<file path="src/core/standby_pkg.sv">
package standby_pkg;

   // ----------------------------------------------------------------
   // register reset values and field positions
   // ----------------------------------------------------------------
   localparam logic [7:0] SETTLE_SEL_RESET = 8'h04;
   localparam logic [7:0] PSC_RESET        = 8'h00;
   localparam logic [7:0] POWER_SAVE_MODE_REG_RESET       = 8'h00;
   localparam int         STP_BIT          = 1;
   localparam int         PSM_BIT          = 0;
   localparam int         SEL_MSB          = 2;

   // ----------------------------------------------------------------
   // settle timing: exponents of oscillator periods
   // ----------------------------------------------------------------
   localparam int         SHORT_EXP        = 14;
   localparam int         LONG_EXP_BASE    = 15;
   localparam int         CNT_W            = 23;

   // ----------------------------------------------------------------
   // types
   // ----------------------------------------------------------------
   typedef enum logic [1:0] {
      SEL_SETTLE = 2'h0,
      SEL_PSC    = 2'h1,
      SEL_POWER_SAVE_MODE_REG   = 2'h2
   } reg_sel_e;

   typedef enum logic [4:0] {
      ST_NORMAL = 5'h01,
      ST_HALT   = 5'h02,
      ST_IDLE   = 5'h04,
      ST_STOP   = 5'h08,
      ST_SETTLE = 5'h10
   } mode_e;

   typedef struct packed {
      logic       valid;
      reg_sel_e   sel;
      logic [7:0] data;
      logic       special_seq;
   } reg_write_s;

   typedef struct packed {
      logic nmi;
      logic maskable;
      logic ext_pin;
      logic standby_capable;
      logic above_service;
      logic ints_enabled;
   } wake_req_s;

   typedef struct packed {
      logic cpu;
      logic periph;
      logic main_osc;
      logic sub_osc;
      logic rom_corr;
      logic intc_release_only;
      logic serial_ext_only;
   } clock_ctl_s;

endpackage

</file>
<file path="src/core/settle_counter.sv">
`timescale 1ns/1ps
module settle_counter #(
   parameter int SHORT_EXP     = standby_pkg::SHORT_EXP,
   parameter int LONG_EXP_BASE = standby_pkg::LONG_EXP_BASE
) (
   input  wire logic       i_clock,
   input  wire logic       i_srst,
   input  wire logic       i_arm,
   input  wire logic       i_osc_running,
   input  wire logic       i_osc_tick,
   input  wire logic [2:0] i_sel,
   output logic            o_done
);

   logic [standby_pkg::CNT_W-1:0] count;
   logic [standby_pkg::CNT_W-1:0] target;
   logic [4:0]                    exp_sel;
   wire                           step;

   // code 0 is the short wait, codes 1..7 step from 2^16 upward
   assign exp_sel = (i_sel == 3'h0) ? 5'(SHORT_EXP)
                                    : 5'(LONG_EXP_BASE) + {2'h0, i_sel};
   assign target  = standby_pkg::CNT_W'(1) << exp_sel;
   // ticks of the restarting main oscillator, only once it swings
   assign step    = i_arm && i_osc_running && i_osc_tick && !o_done;
   assign o_done  = i_arm && (count == target);

   always_ff @(posedge i_clock) begin
      if (i_srst || !i_arm) begin
         count <= '0;
      end else if (step) begin
         count <= count + standby_pkg::CNT_W'(1);
      end
   end

   a_count_waits_osc : assert property (@(posedge i_clock) disable iff (i_srst)
      (i_arm && !i_osc_running) |=> (count == $past(count)))
      else $error("settle count moved before oscillator start");
   a_done_exact_len : assert property (@(posedge i_clock) disable iff (i_srst)
      $rose(o_done) |-> (count == target) && $past(step))
      else $error("settle wait ended at wrong count");

endmodule // settle_counter

</file>
<file path="src/core/wake_arbiter.sv">
`timescale 1ns/1ps
module wake_arbiter (
   input  wire standby_pkg::mode_e     i_mode,
   input  wire standby_pkg::wake_req_s i_req,
   output logic                        o_release,
   output logic                        o_ack,
   output logic                        o_to_handler
);

   wire halt_wake;
   wire deep_wake;

   // halt has the whole interrupt controller awake
   assign halt_wake = i_req.nmi || i_req.maskable;
   // idle/stop: only the pin sources and peripherals still clocked
   assign deep_wake = i_req.nmi || i_req.ext_pin || i_req.standby_capable;

   assign o_release = ((i_mode == standby_pkg::ST_HALT) && halt_wake) ||
                      (((i_mode == standby_pkg::ST_IDLE) ||
                        (i_mode == standby_pkg::ST_STOP)) && deep_wake);
   // lower priority than in-service: wakes only, stays pending
   assign o_ack        = o_release && (i_req.nmi || i_req.above_service);
   assign o_to_handler = o_ack && (i_req.nmi || i_req.ints_enabled);

endmodule // wake_arbiter

</file>
<file path="src/core/standby_mode_controller.sv">
`timescale 1ns/1ps
// Operation
// - select code 0 is 2^14, 1..7 2^16..2^22
// - select resets to 04H, 2^19 after reset
// - settle count starts after oscillator swings
// - halt gates CPU clock and ROM correction
// - pending request at halt exits at once
// - halt exits on NMI, unmasked request, reset
// - lower priority request ends halt only
// - higher priority request ends halt, acknowledged
// - handler or next instruction per source, enable
// - reset pin release is the normal reset
// - in halt peripherals run, ROM correction stops
// - standby request with select 0 enters idle
// - idle keeps oscillator, no settle wait
// - idle exits on NMI, pins, capable peripherals
// - idle wake priority: pend or acknowledge
// - idle/stop: controller only releases, only external-clock serial runs
// - standby request with select 1 enters stop
// - stop exits on NMI, pins, capable peripherals
// - CPU clock off until settle wait ends
// - control register needs protected write, resets 00H
// - stop/idle select matters only at request
module standby_mode_controller #(
   parameter int SHORT_EXP     = standby_pkg::SHORT_EXP,
   parameter int LONG_EXP_BASE = standby_pkg::LONG_EXP_BASE
) (
   input  wire logic                    i_clock,
   input  wire logic                    i_srst,
   input  wire logic                    i_halt_exec,
   input  wire standby_pkg::reg_write_s i_reg_write,
   input  wire standby_pkg::wake_req_s  i_wake,
   input  wire logic                    i_osc_running,
   input  wire logic                    i_osc_tick,
   output standby_pkg::clock_ctl_s      o_clock_ctl,
   output standby_pkg::mode_e           o_mode,
   output logic                         o_resume,
   output logic                         o_resume_ack,
   output logic                         o_resume_to_handler,
   output logic [7:0]                   o_osc_settle_select,
   output logic [7:0]                   o_power_save_control,
   output logic [7:0]                   o_power_save_mode_reg
);

   // ----------------------------------------------------------------
   // declarations
   // ----------------------------------------------------------------
   standby_pkg::mode_e      state;
   standby_pkg::mode_e      next_state;
   standby_pkg::clock_ctl_s next_clock_ctl;

   logic       osc_meta;
   logic       osc_sync;
   logic       from_irq;
   logic       held_ack;
   logic       held_handler;
   logic       next_resume;
   logic       next_resume_ack;
   logic       next_resume_handler;
   logic       next_from_irq;
   logic [7:0] next_psc;

   logic       wake_release;
   logic       wake_ack;
   logic       wake_handler;
   logic       settle_done;

   wire        in_normal;
   wire        in_halt;
   wire        in_idle;
   wire        in_stop;
   wire        in_settle;
   wire        psc_hit;
   wire        psc_accept;
   wire        power_save_mode_reg_write;
   wire        settle_write;
   wire        standby_req;
   wire        enter_halt;
   wire        quick_release;
   wire        leave_settle;

   // ----------------------------------------------------------------
   // oscillator-running pin synchroniser
   // ----------------------------------------------------------------
   always_ff @(posedge i_clock) begin
      if (i_srst) begin
         osc_meta <= 1'b0;
         osc_sync <= 1'b0;
      end else begin
         osc_meta <= i_osc_running;
         osc_sync <= osc_meta;
      end
   end

   // ----------------------------------------------------------------
   // decode
   // ----------------------------------------------------------------
   assign in_normal = (state == standby_pkg::ST_NORMAL);
   assign in_halt   = (state == standby_pkg::ST_HALT);
   assign in_idle   = (state == standby_pkg::ST_IDLE);
   assign in_stop   = (state == standby_pkg::ST_STOP);
   assign in_settle = (state == standby_pkg::ST_SETTLE);

   assign psc_hit      = i_reg_write.valid && (i_reg_write.sel == standby_pkg::SEL_PSC);
   // a stray store, e.g. from a runaway loop, is dropped here
   assign psc_accept   = psc_hit && i_reg_write.special_seq;
   assign power_save_mode_reg_write   = i_reg_write.valid && (i_reg_write.sel == standby_pkg::SEL_POWER_SAVE_MODE_REG);
   assign settle_write = i_reg_write.valid && (i_reg_write.sel == standby_pkg::SEL_SETTLE);

   assign enter_halt  = in_normal && i_halt_exec;
   // select bit only looked at in the cycle the request lands
   assign standby_req = in_normal && !i_halt_exec && psc_accept &&
                        i_reg_write.data[standby_pkg::STP_BIT];

   assign quick_release = (in_halt || in_idle) && wake_release;
   assign leave_settle  = in_settle && settle_done;

   // ----------------------------------------------------------------
   // sub blocks
   // ----------------------------------------------------------------
   wake_arbiter u_wake_arbiter (
      .i_mode       (state),
      .i_req        (i_wake),
      .o_release    (wake_release),
      .o_ack        (wake_ack),
      .o_to_handler (wake_handler)
   );

   settle_counter #(
      .SHORT_EXP     (SHORT_EXP),
      .LONG_EXP_BASE (LONG_EXP_BASE)
   ) u_settle_counter (
      .i_clock       (i_clock),
      .i_srst        (i_srst),
      .i_arm         (in_settle),
      .i_osc_running (osc_sync),
      .i_osc_tick    (i_osc_tick),
      .i_sel         (o_osc_settle_select[standby_pkg::SEL_MSB:0]),
      .o_done        (settle_done)
   );

   // ----------------------------------------------------------------
   // mode sequencer
   // ----------------------------------------------------------------
   always_comb begin
      next_state = state;
      unique case (state)
         standby_pkg::ST_NORMAL: begin
            if (enter_halt) begin
               next_state = standby_pkg::ST_HALT;
            end else if (standby_req) begin
               if (o_power_save_mode_reg[standby_pkg::PSM_BIT]) begin
                  next_state = standby_pkg::ST_STOP;
               end else begin
                  next_state = standby_pkg::ST_IDLE;
               end
            end
         end
         standby_pkg::ST_HALT: begin
            if (wake_release) begin
               next_state = standby_pkg::ST_NORMAL;
            end
         end
         standby_pkg::ST_IDLE: begin
            // oscillator never stopped, so straight back
            if (wake_release) begin
               next_state = standby_pkg::ST_NORMAL;
            end
         end
         standby_pkg::ST_STOP: begin
            if (wake_release) begin
               next_state = standby_pkg::ST_SETTLE;
            end
         end
         standby_pkg::ST_SETTLE: begin
            if (settle_done) begin
               next_state = standby_pkg::ST_NORMAL;
            end
         end
         default: begin
            next_state = standby_pkg::ST_SETTLE;
         end
      endcase
   end

   // ----------------------------------------------------------------
   // clock and oscillator gating, following the next mode
   // ----------------------------------------------------------------
   assign next_clock_ctl.cpu      = (next_state == standby_pkg::ST_NORMAL);
   assign next_clock_ctl.periph   = (next_state == standby_pkg::ST_NORMAL) ||
                                    (next_state == standby_pkg::ST_HALT);
   assign next_clock_ctl.main_osc = (next_state != standby_pkg::ST_STOP);
   assign next_clock_ctl.sub_osc  = 1'b1;
   assign next_clock_ctl.rom_corr = (next_state == standby_pkg::ST_NORMAL);
   assign next_clock_ctl.intc_release_only = (next_state == standby_pkg::ST_IDLE) ||
                                             (next_state == standby_pkg::ST_STOP);
   assign next_clock_ctl.serial_ext_only   = (next_state == standby_pkg::ST_IDLE) ||
                                             (next_state == standby_pkg::ST_STOP);

   // ----------------------------------------------------------------
   // resume reporting to the CPU
   // ----------------------------------------------------------------
   // a stop release is only reported once the oscillator has settled
   assign next_from_irq       = (in_stop && wake_release) ? 1'b1 :
                                leave_settle ? 1'b0 : from_irq;
   assign next_resume         = quick_release || (leave_settle && from_irq);
   assign next_resume_ack     = quick_release ? wake_ack : held_ack;
   assign next_resume_handler = quick_release ? wake_handler : held_handler;

   // ----------------------------------------------------------------
   // control register: stop request bit drops on wake
   // ----------------------------------------------------------------
   assign next_psc = (psc_accept && in_normal) ? i_reg_write.data :
                     ((next_state == standby_pkg::ST_NORMAL) && !in_normal) ?
                     (o_power_save_control & ~(8'h01 << standby_pkg::STP_BIT)) :
                     o_power_save_control;

   // ----------------------------------------------------------------
   // state registers; i_srst is the normal reset sequence
   // ----------------------------------------------------------------
   always_ff @(posedge i_clock) begin
      if (i_srst) begin
         state <= standby_pkg::ST_SETTLE;
         o_clock_ctl <= '{cpu: 1'b0, periph: 1'b0, main_osc: 1'b1, sub_osc: 1'b1,
                          rom_corr: 1'b0, intc_release_only: 1'b0,
                          serial_ext_only: 1'b0};
      end else begin
         state       <= next_state;
         o_clock_ctl <= next_clock_ctl;
      end
   end

   always_ff @(posedge i_clock) begin
      if (i_srst) begin
         from_irq            <= 1'b0;
         held_ack            <= 1'b0;
         held_handler        <= 1'b0;
         o_resume            <= 1'b0;
         o_resume_ack        <= 1'b0;
         o_resume_to_handler <= 1'b0;
      end else begin
         from_irq            <= next_from_irq;
         o_resume            <= next_resume;
         o_resume_ack        <= next_resume && next_resume_ack;
         o_resume_to_handler <= next_resume && next_resume_handler;
         if (in_stop && wake_release) begin
            held_ack     <= wake_ack;
            held_handler <= wake_handler;
         end
      end
   end

   always_ff @(posedge i_clock) begin
      if (i_srst) begin
         o_osc_settle_select   <= standby_pkg::SETTLE_SEL_RESET;
         o_power_save_control  <= standby_pkg::PSC_RESET;
         o_power_save_mode_reg <= standby_pkg::POWER_SAVE_MODE_REG_RESET;
      end else begin
         o_power_save_control <= next_psc;
         if (settle_write && in_normal) begin
            o_osc_settle_select <= i_reg_write.data;
         end
         if (power_save_mode_reg_write && in_normal) begin
            o_power_save_mode_reg <= i_reg_write.data;
         end
      end
   end

   assign o_mode = state;

   // ----------------------------------------------------------------
   // checks
   // ----------------------------------------------------------------
   a_reset_settle_sel : assert property (@(posedge i_clock)
      $fell(i_srst) |-> (o_osc_settle_select == 8'h04) && in_settle && !o_clock_ctl.cpu)
      else $error("reset release not settling with select 04");
   a_halt_gates_cpu : assert property (@(posedge i_clock) disable iff (i_srst)
      in_halt |-> !o_clock_ctl.cpu && o_clock_ctl.periph && o_clock_ctl.main_osc
                  && !o_clock_ctl.rom_corr)
      else $error("halt clock gating wrong");
   a_halt_pending_exit : assert property (@(posedge i_clock) disable iff (i_srst)
      (enter_halt ##1 (i_wake.nmi || i_wake.maskable)) |=> in_normal && o_resume)
      else $error("pending request did not end halt at once");
   a_idle_entry : assert property (@(posedge i_clock) disable iff (i_srst)
      (standby_req && !o_power_save_mode_reg[standby_pkg::PSM_BIT])
      |=> in_idle && o_clock_ctl.main_osc && !o_clock_ctl.periph)
      else $error("idle not entered");
   a_stop_entry : assert property (@(posedge i_clock) disable iff (i_srst)
      (standby_req && o_power_save_mode_reg[standby_pkg::PSM_BIT])
      |=> in_stop && !o_clock_ctl.main_osc && o_clock_ctl.sub_osc)
      else $error("stop not entered");
   a_idle_no_settle : assert property (@(posedge i_clock) disable iff (i_srst)
      (in_idle && wake_release) |=> in_normal && o_clock_ctl.cpu && o_resume)
      else $error("idle release waited");
   a_stop_waits : assert property (@(posedge i_clock) disable iff (i_srst)
      (in_stop && wake_release) |=> in_settle && !o_clock_ctl.cpu && !o_resume)
      else $error("stop release skipped settle wait");
   a_settle_ends : assert property (@(posedge i_clock) disable iff (i_srst)
      (leave_settle && from_irq) |=> in_normal && o_resume
                                     && (o_resume_ack == $past(held_ack)))
      else $error("settle end not reported");
   a_psc_guarded : assert property (@(posedge i_clock) disable iff (i_srst)
      (psc_hit && !i_reg_write.special_seq && in_normal)
      |=> $stable(o_power_save_control) && in_normal)
      else $error("unprotected control write took effect");
   a_low_prio_pends : assert property (@(posedge i_clock) disable iff (i_srst)
      (quick_release && !i_wake.nmi && !i_wake.above_service) |=> !o_resume_ack)
      else $error("lower priority request acknowledged");
   a_nmi_branches : assert property (@(posedge i_clock) disable iff (i_srst)
      (quick_release && i_wake.nmi) |=> o_resume_ack && o_resume_to_handler)
      else $error("nmi wake did not branch");
   a_deep_stops_all : assert property (@(posedge i_clock) disable iff (i_srst)
      (in_idle || in_stop) |-> o_clock_ctl.intc_release_only && !o_clock_ctl.periph
                               && o_clock_ctl.serial_ext_only)
      else $error("peripherals running in idle or stop");
   a_high_prio_acks : assert property (@(posedge i_clock) disable iff (i_srst)
      (quick_release && (i_wake.nmi || i_wake.above_service)) |=> o_resume_ack)
      else $error("higher priority wake not acknowledged");
   a_settle_cpu_off : assert property (@(posedge i_clock) disable iff (i_srst)
      in_settle |-> !o_clock_ctl.cpu && o_clock_ctl.main_osc)
      else $error("cpu clocked or oscillator off during settle wait");
   a_idle_keeps_osc : assert property (@(posedge i_clock) disable iff (i_srst)
      in_idle |-> o_clock_ctl.main_osc && !o_clock_ctl.cpu)
      else $error("idle stopped the oscillator or ran the cpu");
   a_nmi_wakes_deep : assert property (@(posedge i_clock) disable iff (i_srst)
      ((in_idle || in_stop) && i_wake.nmi) |-> wake_release)
      else $error("nmi did not release idle or stop");
   a_req_bit_clears : assert property (@(posedge i_clock) disable iff (i_srst)
      (quick_release || leave_settle) |=> !o_power_save_control[standby_pkg::STP_BIT])
      else $error("standby request bit left set after release");

   c_halt_round : cover property (@(posedge i_clock) disable iff (i_srst)
      in_halt ##1 in_normal);
   c_idle_round : cover property (@(posedge i_clock) disable iff (i_srst)
      in_idle ##1 in_normal);
   c_stop_round : cover property (@(posedge i_clock) disable iff (i_srst)
      in_stop ##1 in_settle ##[1:1000] in_normal);
   c_pending_halt : cover property (@(posedge i_clock) disable iff (i_srst)
      enter_halt ##1 (in_halt && wake_release));
   c_low_prio_wake : cover property (@(posedge i_clock) disable iff (i_srst)
      quick_release && !i_wake.nmi && !i_wake.above_service);

endmodule // standby_mode_controller

</file>
<file path="config.mk">
export PLATFORM = sky130hd
export DESIGN_NAME = standby_mode_controller
export DESIGN_NICKNAME = d
export VERILOG_FILES = /design/src/core/standby_pkg.sv /design/src/core/settle_counter.sv /design/src/core/wake_arbiter.sv /design/src/core/standby_mode_controller.sv
export SDC_FILE = /design/constraint.sdc
export NUM_CORES = 1
export LEC_CHECK = 0
export BUFFER_PORTS_ARGS = -buffer_cell sky130_fd_sc_hd__buf_2
export CORE_ASPECT_RATIO = 1.4
export CORE_UTILIZATION = 35
export CTS_CLUSTER_DIAMETER = 120
export DETAILED_ROUTE_END_ITERATION = 10
export GPL_ROUTABILITY_DRIVEN = 0
export HOLD_SLACK_MARGIN = 0.06
export SYNTH_ARGS = -nofsm -noshare
export SYNTH_HDL_FRONTEND = slang
export SYNTH_HIERARCHICAL = 1
export SYNTH_SLANG_ARGS = --single-unit
</file>
<file path="constraint.sdc">
create_clock -name i_clock -period 4.8 [get_ports i_clock]
set_input_delay 0.72 -clock i_clock [delete_from_list [all_inputs] [get_ports i_clock]]
set_output_delay 0.72 -clock i_clock [all_outputs]
set_load 0.005 [all_outputs]
</file>
==> results of run 1 <==
-- cell families after synthesis --
group | share of synthesized area (%)
AO/OA/AOI/OAI | 12.2
XOR/XNOR | 3.25
adder cells (fa/ha/maj) | 1.16
buffers and inverters | 4.95
flip-flops | 39.6
multiplexers | 8.35
other | 0.116
AND/OR/NAND/NOR | 30.4
-- layout make-up --
cell class	count	share of cell area, %
Multi-Input combinational cell	271	47.0
Inverter	9	0.885
Clock buffer	13	6.55
Sequential cell	64	33.6
Clock inverter	3	0.459
Tap cell	107	3.51
Timing Repair Buffer	61	8.06
-- cells in the final DEF, fill, tap and decap left out, types with 11 or more instances in the layout --
master	count
xor2_1	11
nand2_1	21
mux2i_1	27
nand3_1	18
o21ai_1	11
dfxtp_1	64
nor2_1	48
a21oi_1	16
buf_2	60
-- Yosys cell counts, types with 2 or more instances --
master | count | share of area [%]
a211oi_1 | 2 | 0.46
a21oi_1 | 16 | 2.5
a21oi_2 | 7 | 1.9
and2_1 | 2 | 0.39
and3_1 | 6 | 1.2
buf_4 | 4 | 0.93
buf_6 | 3 | 1.0
clkbuf_1 | 5 | 0.58
clkbuf_2 | 2 | 0.31
dfxtp_1 | 64 | 40
ha_1 | 3 | 1.2
inv_1 | 9 | 1.0
mux2i_1 | 27 | 8.4
nand2_1 | 21 | 2.4
nand2b_1 | 4 | 0.77
nand3_1 | 18 | 2.8
nand3b_1 | 3 | 0.70
nand4_1 | 8 | 1.5
nand4b_1 | 3 | 0.81
nor2_1 | 48 | 5.6
nor2b_1 | 8 | 1.5
nor3_1 | 4 | 0.62
nor3_2 | 2 | 0.62
nor3_4 | 2 | 1.0
nor3b_1 | 4 | 0.93
nor4_1 | 6 | 1.2
nor4b_1 | 2 | 0.54
nor4b_2 | 2 | 0.93
o211ai_1 | 3 | 0.70
o21a_1 | 3 | 0.70
o21ai_0 | 4 | 0.62
o21ai_1 | 11 | 1.7
o32ai_1 | 2 | 0.54
or3_1 | 7 | 1.4
or3_2 | 6 | 1.4
or4_1 | 2 | 0.46
xor2_1 | 11 | 3.0
-- power by group --
| part | switching, uW | internal, uW |
|---|---|---|
| clock network | 231 | 362 |
| registers | 0.727 | 533 |
| logic | 20.3 | 11.4 |
-- routing by layer --
metal  global-route usage (%)  vias to the layer above
li1                         -                     1407
met1                     17.8                     1313
met2                     27.7                       65
met3                     3.99                       13
met4                     8.74                        0
met5                        0                        -
-- through the flow --
step                utilization, %  power [uW]  std cells
floorplan                        -         561        361
global placement              39.6         576        512
detailed placement            39.6         577        512
CTS                           42.5        1170        528
global route                  42.5        1200        528
finish                        42.5        1160        528
-- final timing paths --
path,from,endpoint,cells after the start
worst max-delay path,o_osc_settle_select[0],o_mode[3],11
worst min-delay path,osc_meta,osc_sync,1
worst max register to register,o_osc_settle_select[0],o_mode[3],11
worst min register to register,osc_meta,osc_sync,1
-- worst max-delay path, stage by stage (launching register included) --
cell and delay (ns):
dfxtp_1 0.45, inv_1 0.07, ha_1 0.20, ha_1 0.36, and3_1 0.17, o311ai_1 0.11
or4_1 0.53, a2111oi_0 0.93, a32oi_1 0.36, o211ai_1 0.23, nor2_1 0.10, and2_1 0.20
==> summary.txt, run 1 <==
Outcome
  – Status: finished, final reports clean

Layout
  – Final instance area: around 3800 um^2
  – Register area: 1280 um^2
  – Biggest register: u_settle_counter/count
  – P&R area growth vs syn: 18.0%
  – # diodes: 0
  – Fillers: 895
  – Largest register FFs: 23
  – Share of cells above drive strength 1: around 24%
  – Nets: 442
  – Area occupied by multi-input gates: roughly 1800 um^2

Critical path
  – Critical path startpoint category: flip-flop
  – WP data arrival: ~4 ns
  – Critical Setup Path Class: flip-flop to flip-flop
  – Worst Path Max Fanout: 8
  – Endpoint type of the worst setup path: flip-flop
  – Worst R2R Setup Slack: 0.96 ns
  – Worst Path Required: between 5 and 6 ns

Floorplanning
  – I/O pin cnt: 62
  – Die X: about 83 um
  – Core area: 8980 um^2
  – Starting Density: between 30% and 40%
  – DIE AREA: around 9600 um^2
  – # rows: 41
  – Die height: 116 um

Global routing
  – Initial antenna violation count: 0
  – GRT overflow: 0
  – Gr usage total: approximately 16%
  – Vias in the first global route: between 2k and 3k
  – Largest net degree at the start of global routing: 40
  – First-pass GRT wire length: 12.2 mm

STA
  – FMAX: 261 MHz
  – Clock skew: 0.00429 ns
  – Slew Limit Fails: 0
  – Period utilization: 79.9%
  – Final Hold Violating Endpoints: 0
  – Fin crit period: 3.84 ns
  – Post-route setup slack: 0.964 ns
  – Post-route setup TNS: 0 ns
  – Hold Slack: about 0.44 ns
  – RSZ-0062 raised after global routing: false
  – Slew margin rel.: between 20% and 30%
  – Worst-margin pin slew: ~1.1 ns
  – Final setup viols: 0

Yosys
  – Yosys reg bits: 64
  – Synth warn: 6
  – Syn Nets: 387
  – Cell area after synthesis: 3240 um^2
  – Post-synth EDFFs: 0
  – Synthesized netlist cell count: between 300 and 400
  – Synth Flop Type: dfxtp_1
  – Ys async rst share: 0%
  – Seq/Total Area, Yosys: 39.6%
  – Library cells used by synthesis: 64
  – Post-synthesis average cell area: 8.96 um^2

Clock tree
  – CTS H-tree lvls: 3
  – Postcts setup bufs: 0
  – Clk buf depth: 2
  – Cts repair resizes: 0
  – Clock root buffer: clkbuf_16
  – Total CTS buffers: 9
  – Clk pin slew, worst setup/hold paths: 0.05 ns
  – CTS tree: done
  – Clk sink count: 64
  – Clock Latency Late Sink: 0.33 ns
  – CTS Hold Bufs: 0

Place
  – Placed Area: about 3600 um^2
  – Pre-CTS WS: 1.00 ns
  – Port-buffer cells: 60
  – DP Wirelength: 5.28 mm

Job
  – Max-cap violations: 0

Routing
  – Routed wl met2: 3.69 mm
  – Iter 0 DRT Violations: 155
  – WL met3: 338 um
  – Final WL: 7.26 mm
  – Antenna-violating nets left: 0
  – Drt first pass iters: 4
  – Wirelength per Cell: 13.7 um
  – Wl on met1: just over 3 mm
  – Vias: 2798
  – Uppermost layer routed: met4
  – Via-per-instance ratio: 5.30
  – # DRC: 0

Pwr
  – Pwr dens: between 300 and 400 nW/um^2
  – Leak: 0.00150 uW
  – VDD IR max: between 200 and 300 uV

Hold path
  – Worst min-delay path class: flip-flop to flip-flop
Power figures use the tool's default switching activity.
==> inputs of run 2 (changes only) <==
Settings changed: ABC_AREA set to 1.
Clock period 4.8 ns to 3.1 ns, I/O delays scaled along.
==> run 2 against run 1 <==
Effect of this change: area after synthesis increased by 5.5%; global-route usage grew 2.0 points; non-clock buffer count rose by 1.
==> summary.txt, run 2 <==
Critical path
  – Endpoint type of the worst setup path: flip-flop (unchanged)
  – Cell Chain, Critical Path: inv_2 > ha_1 > ha_1 > nand2_1 > nor2_1 > a21oi_1 > nor2_1 > nand2_1 > nor2_2 > nand3_2 > buf_4 > nand2_4 > nand2_1 > a21oi_1 (was inv_1 > ha_1 > ha_1 > and3_1 > o311ai_1 > or4_1 > a2111oi_0 > a32oi_1 > o211ai_1 > nor2_1 > and2_1)
  – Most frequent CP cell: nand2_1 (was ha_1)
  – Top delay family on crit path: simple AND/OR/NAND/NOR gates (was compound AO/OA/AOI/OAI gates)
  – Worst stage delay on the critical path: 0.41 ns (was 0.93 ns)
  – Critical path startpoint category: flip-flop (unchanged)
  – Worst Path Required: 3.35 ns (was 5.02 ns)
  – Buf+Inv Stages, Crit Path: 2 (was 1)
  – Origin of the critical flop-to-flop path: o_osc_settle_select[0] (unchanged)
  – Worst Path Max Fanout: 23 (was 8)
  – Worst R2R Setup Slack: 0.33 ns (was 0.96 ns)
  – Critical Setup Path Class: flip-flop to flip-flop (unchanged)
  – Slowest cell on crit path: dfxtp_1 (was a2111oi_0)
  – Crit Reg-Reg Endpoint: u_settle_counter/count[11] (was o_mode[3])
  – R2R cell count: 14 (was 11)
  – WP data arrival: 3.02 ns (was 4.06 ns)

Pwr
  – VDD IR max: 297 uV (was 259 uV)
  – Sequential Power Share: 43.1% (was 46.1%)
  – Leak: 0.00180 uW (was 0.00150 uW)
  – Final Power: 1920 uW (was 1160 uW)
  – Pwr dens: 470 nW/um^2 (was 303 nW/um^2)
  – Clk pwr share: 54.1% (was 51.2%)
  – NetSw: 429 uW (was 252 uW)
  – Combinational group share of total power: 2.8% (was 2.7%)
  – Switching Fraction: 22.4% (was 21.7%)
  – Cell-internal power: 1490 uW (was 906 uW)

Yosys
  – Synth Flop Type: dfxtp_1 (unchanged)
  – Post-synth EDFFs: 0 (unchanged)
  – Commonest cells in the netlist: 106 x nand2_1, 75 x nor2_1, 64 x dfxtp_1 (was 64 x dfxtp_1, 48 x nor2_1, 27 x mux2i_1)
  – Cell area after synthesis: 3410 um^2 (was 3240 um^2)
  – Library cells used by synthesis: 30 (was 64)
  – Post-synthesis average cell area: 6.75 um^2 (was 8.96 um^2)
  – Yosys reg bits: 64 (unchanged)
  – Seq/Total Area, Yosys: 37.5% (was 39.6%)
  – Synthesized netlist cell count: 506 (was 361)
  – Cell accounting for the most synthesized area: dfxtp_1 (unchanged)
  – Most numerous cell in the Yosys netlist: nand2_1 (was dfxtp_1)
  – Ys async rst share: 0% (unchanged)
  – Post-synth top area share: 37.5% (was 39.6%)
  – Synth warn: 6 (unchanged)
  – Syn Nets: 532 (was 387)
  – Largest cells by area after synthesis: dfxtp_1 38%, nand2_1 12%, nand3_1 8.8%, nor2_1 8.2%, inv_1 6.0% (was dfxtp_1 40%, mux2i_1 8.4%, nor2_1 5.6%, xor2_1 3.0%, nand3_1 2.8%)

Routing
  – Antenna-violating nets left: 0 (unchanged)
  – Drt first pass iters: 4 (unchanged)
  – Iter 0 DRT Violations: 142 (was 155)
  – Vias: 3368 (was 2798)
  – Final WL: 8.65 mm (was 7.26 mm)
  – Via-per-instance ratio: 4.97 (was 5.30)
  – # DRC: 0 (unchanged)
  – Wirelength per Cell: 12.8 um (was 13.7 um)

STA
  – Period utilization: 89.5% (was 79.9%)
  – Slew Limit Fails: 0 (unchanged)
  – Final Hold Violating Endpoints: 0 (unchanged)
  – Fin crit period: 2.77 ns (was 3.84 ns)
  – FMAX: 361 MHz (was 261 MHz)
  – Worst-margin pin slew: 0.716 ns (was 1.10 ns)
  – Final setup viols: 0 (unchanged)
  – Slew margin rel.: 52.2% (was 24.7%)
  – Post-route setup TNS: 0 ns (unchanged)
  – Clock skew: 0.00505 ns (was 0.00429 ns)
  – RSZ-0062 raised after global routing: false (unchanged)
  – Hold Slack: 0.346 ns (was 0.438 ns)

Layout
  – Largest register FFs: 23 (unchanged)
  – Fillers: 987 (was 895)
  – Biggest register: u_settle_counter/count (unchanged)
  – Non-filler cells, final: 678 (was 528)
  – # diodes: 0 (unchanged)
  – Commonest cells after routing, fill and taps aside: 106 x nand2_1, 75 x nor2_1, 64 x dfxtp_1 (was 64 x dfxtp_1, 60 x buf_2, 48 x nor2_1)
  – Most common cell after layout, fill and taps aside: nand2_1 (was dfxtp_1)
  – Share of cells above drive strength 1: 17.8% (was 24.5%)
  – Nets: 589 (was 442)
  – P&R area growth vs syn: 19.3% (was 18.0%)
  – Final core occ: 43.1% (was 42.5%)

Job
  – Max-cap violations: 0 (unchanged)

Floorplanning
  – Die height: 119 um (was 116 um)
  – Core area: 9460 um^2 (was 8980 um^2)
  – I/O pin cnt: 62 (unchanged)
  – DIE AREA: 10200 um^2 (was 9640 um^2)
  – Die X: 85.5 um (was 83.3 um)
  – # rows: 42 (was 41)
  – Starting Density: 36.1% (was 36.0%)

Clock tree
  – CTS tree: done (unchanged)
  – Total CTS buffers: 9 (unchanged)
  – CTS H-tree lvls: 3 (unchanged)
  – CTS Hold Bufs: 0 (unchanged)
  – Clock Latency Late Sink: 0.33 ns (about the same)
  – Clock root buffer: clkbuf_16 (unchanged)
  – Clk buf depth: 2 (unchanged)
  – Cts repair resizes: 0 (unchanged)
  – Clk sink count: 64 (unchanged)
  – Clk pin slew, worst setup/hold paths: 0.06 ns (was 0.05 ns)
  – Postcts setup bufs: 0 (unchanged)

Global routing
  – Vias in the first global route: 3081 (was 2638)
  – GR Util met2: 32.0% (was 27.7%)
  – Gr usage total: 17.9% (was 15.9%)
  – GRT overflow: 0 (unchanged)
  – First-pass GRT wire length: 14.4 mm (was 12.2 mm)
  – Initial antenna violation count: 0 (unchanged)
  – M1 GR Usage: 20.2% (was 17.8%)
  – Largest net degree at the start of global routing: 25 (was 40)
  – Met3 Resource Use GR: 2.77% (was 3.99%)
  – GRT Max-Usage Layer: met2 (unchanged)

Hold path
  – Worst min-delay path class: input port to flip-flop (was flip-flop to flip-flop)
  – HP Start: i_osc_running (was osc_meta)
  – Endpoint, Worst Hold: osc_meta (was osc_sync)
  – WHS Path Cells: 3 (was 1)

Place
  – Port-buffer cells: 60 (unchanged)
  – DP Wirelength: 6.46 mm (was 5.28 mm)
  – Dpl cells: 662 (was 512)

Outcome
  – Status: finished, final reports clean (unchanged)
-- run 2: how the worst max path moves through the flow --
stage	startpoint	to	slack (ns)	cells past startpoint
2_1_floorplan	o_osc_settle_select[0]	o_power_save_control[1]	0.77	17
3_3_place_gp	o_osc_settle_select[0]	u_settle_counter/count[0]	0.48	14
3_5_place_dp	o_osc_settle_select[0]	u_settle_counter/count[12]	0.36	14
4_1_cts	o_osc_settle_select[0]	u_settle_counter/count[11]	0.33	14
5_1_grt	o_osc_settle_select[0]	u_settle_counter/count[20]	0.09	14
6_report	o_osc_settle_select[0]	u_settle_counter/count[11]	0.33	14
-- run 2: logic make-up (layout without fill, tap and decap cells) --
kind of cell             after synthesis  in the layout  synth area share, %
AO/OA/AOI/OAI                         58             58                 8.68
XOR/XNOR                              22             22                 5.64
adder cells (fa/ha/maj)                3              3                 1.10
buffers and inverters                 76            138                 9.49
flip-flops                            64             64                 37.5
other                                  1              1                0.110
AND/OR/NAND/NOR                      282            282                 37.4
-- run 2: worst reg2reg max path, delay by kind of cell, from the launching register on --
kind	cells	cell delay [ns]
buf+inv	2	0.39
fa+ha+maj	2	0.59
simple gates	8	1.07
flops	1	0.41
compound gates	2	0.23
-- run 2: metrics by stage --
step           cell area, um^2  setup WS (ns)
2_1_floorplan             3410          0.765
6_report                  4080          0.326
5_1_grt                   4080         0.0854
3_5_place_dp              3770          0.364
4_1_cts                   4080          0.329
3_3_place_gp              3770          0.479
-- run 2: layer usage --
layer  share of wire (%)  routed length, um
met4                 2.0                171
met2                  53               4590
met3                 3.4                295
met1                  42               3600
met5                   0                  0
-- run 2: area by class of cell --
cell class / count / area (um^2) / share of cell area, %
clock buffer: 10 / 239 / 5.86
clock inverter: 6 / 67.6 / 1.66
inverter: 60 / 225 / 5.53
multi-input combinational: 366 / 1810 / 44.4
sequential: 64 / 1280 / 31.4
tap: 110 / 138 / 3.38
timing repair buffer: 62 / 315 / 7.74
-- run 2: power by group through the flow --
stage | logic, uW | registers, uW | clock network (uW)
final | 53.4 | 826 | 1040
after CTS | 53.1 | 826 | 1060
after global routing | 58.7 | 825 | 1100
after floorplan | 27.9 | 843 | 0
after global placement | 52.4 | 844 | 0
after detailed placement | 53.2 | 844 | 0
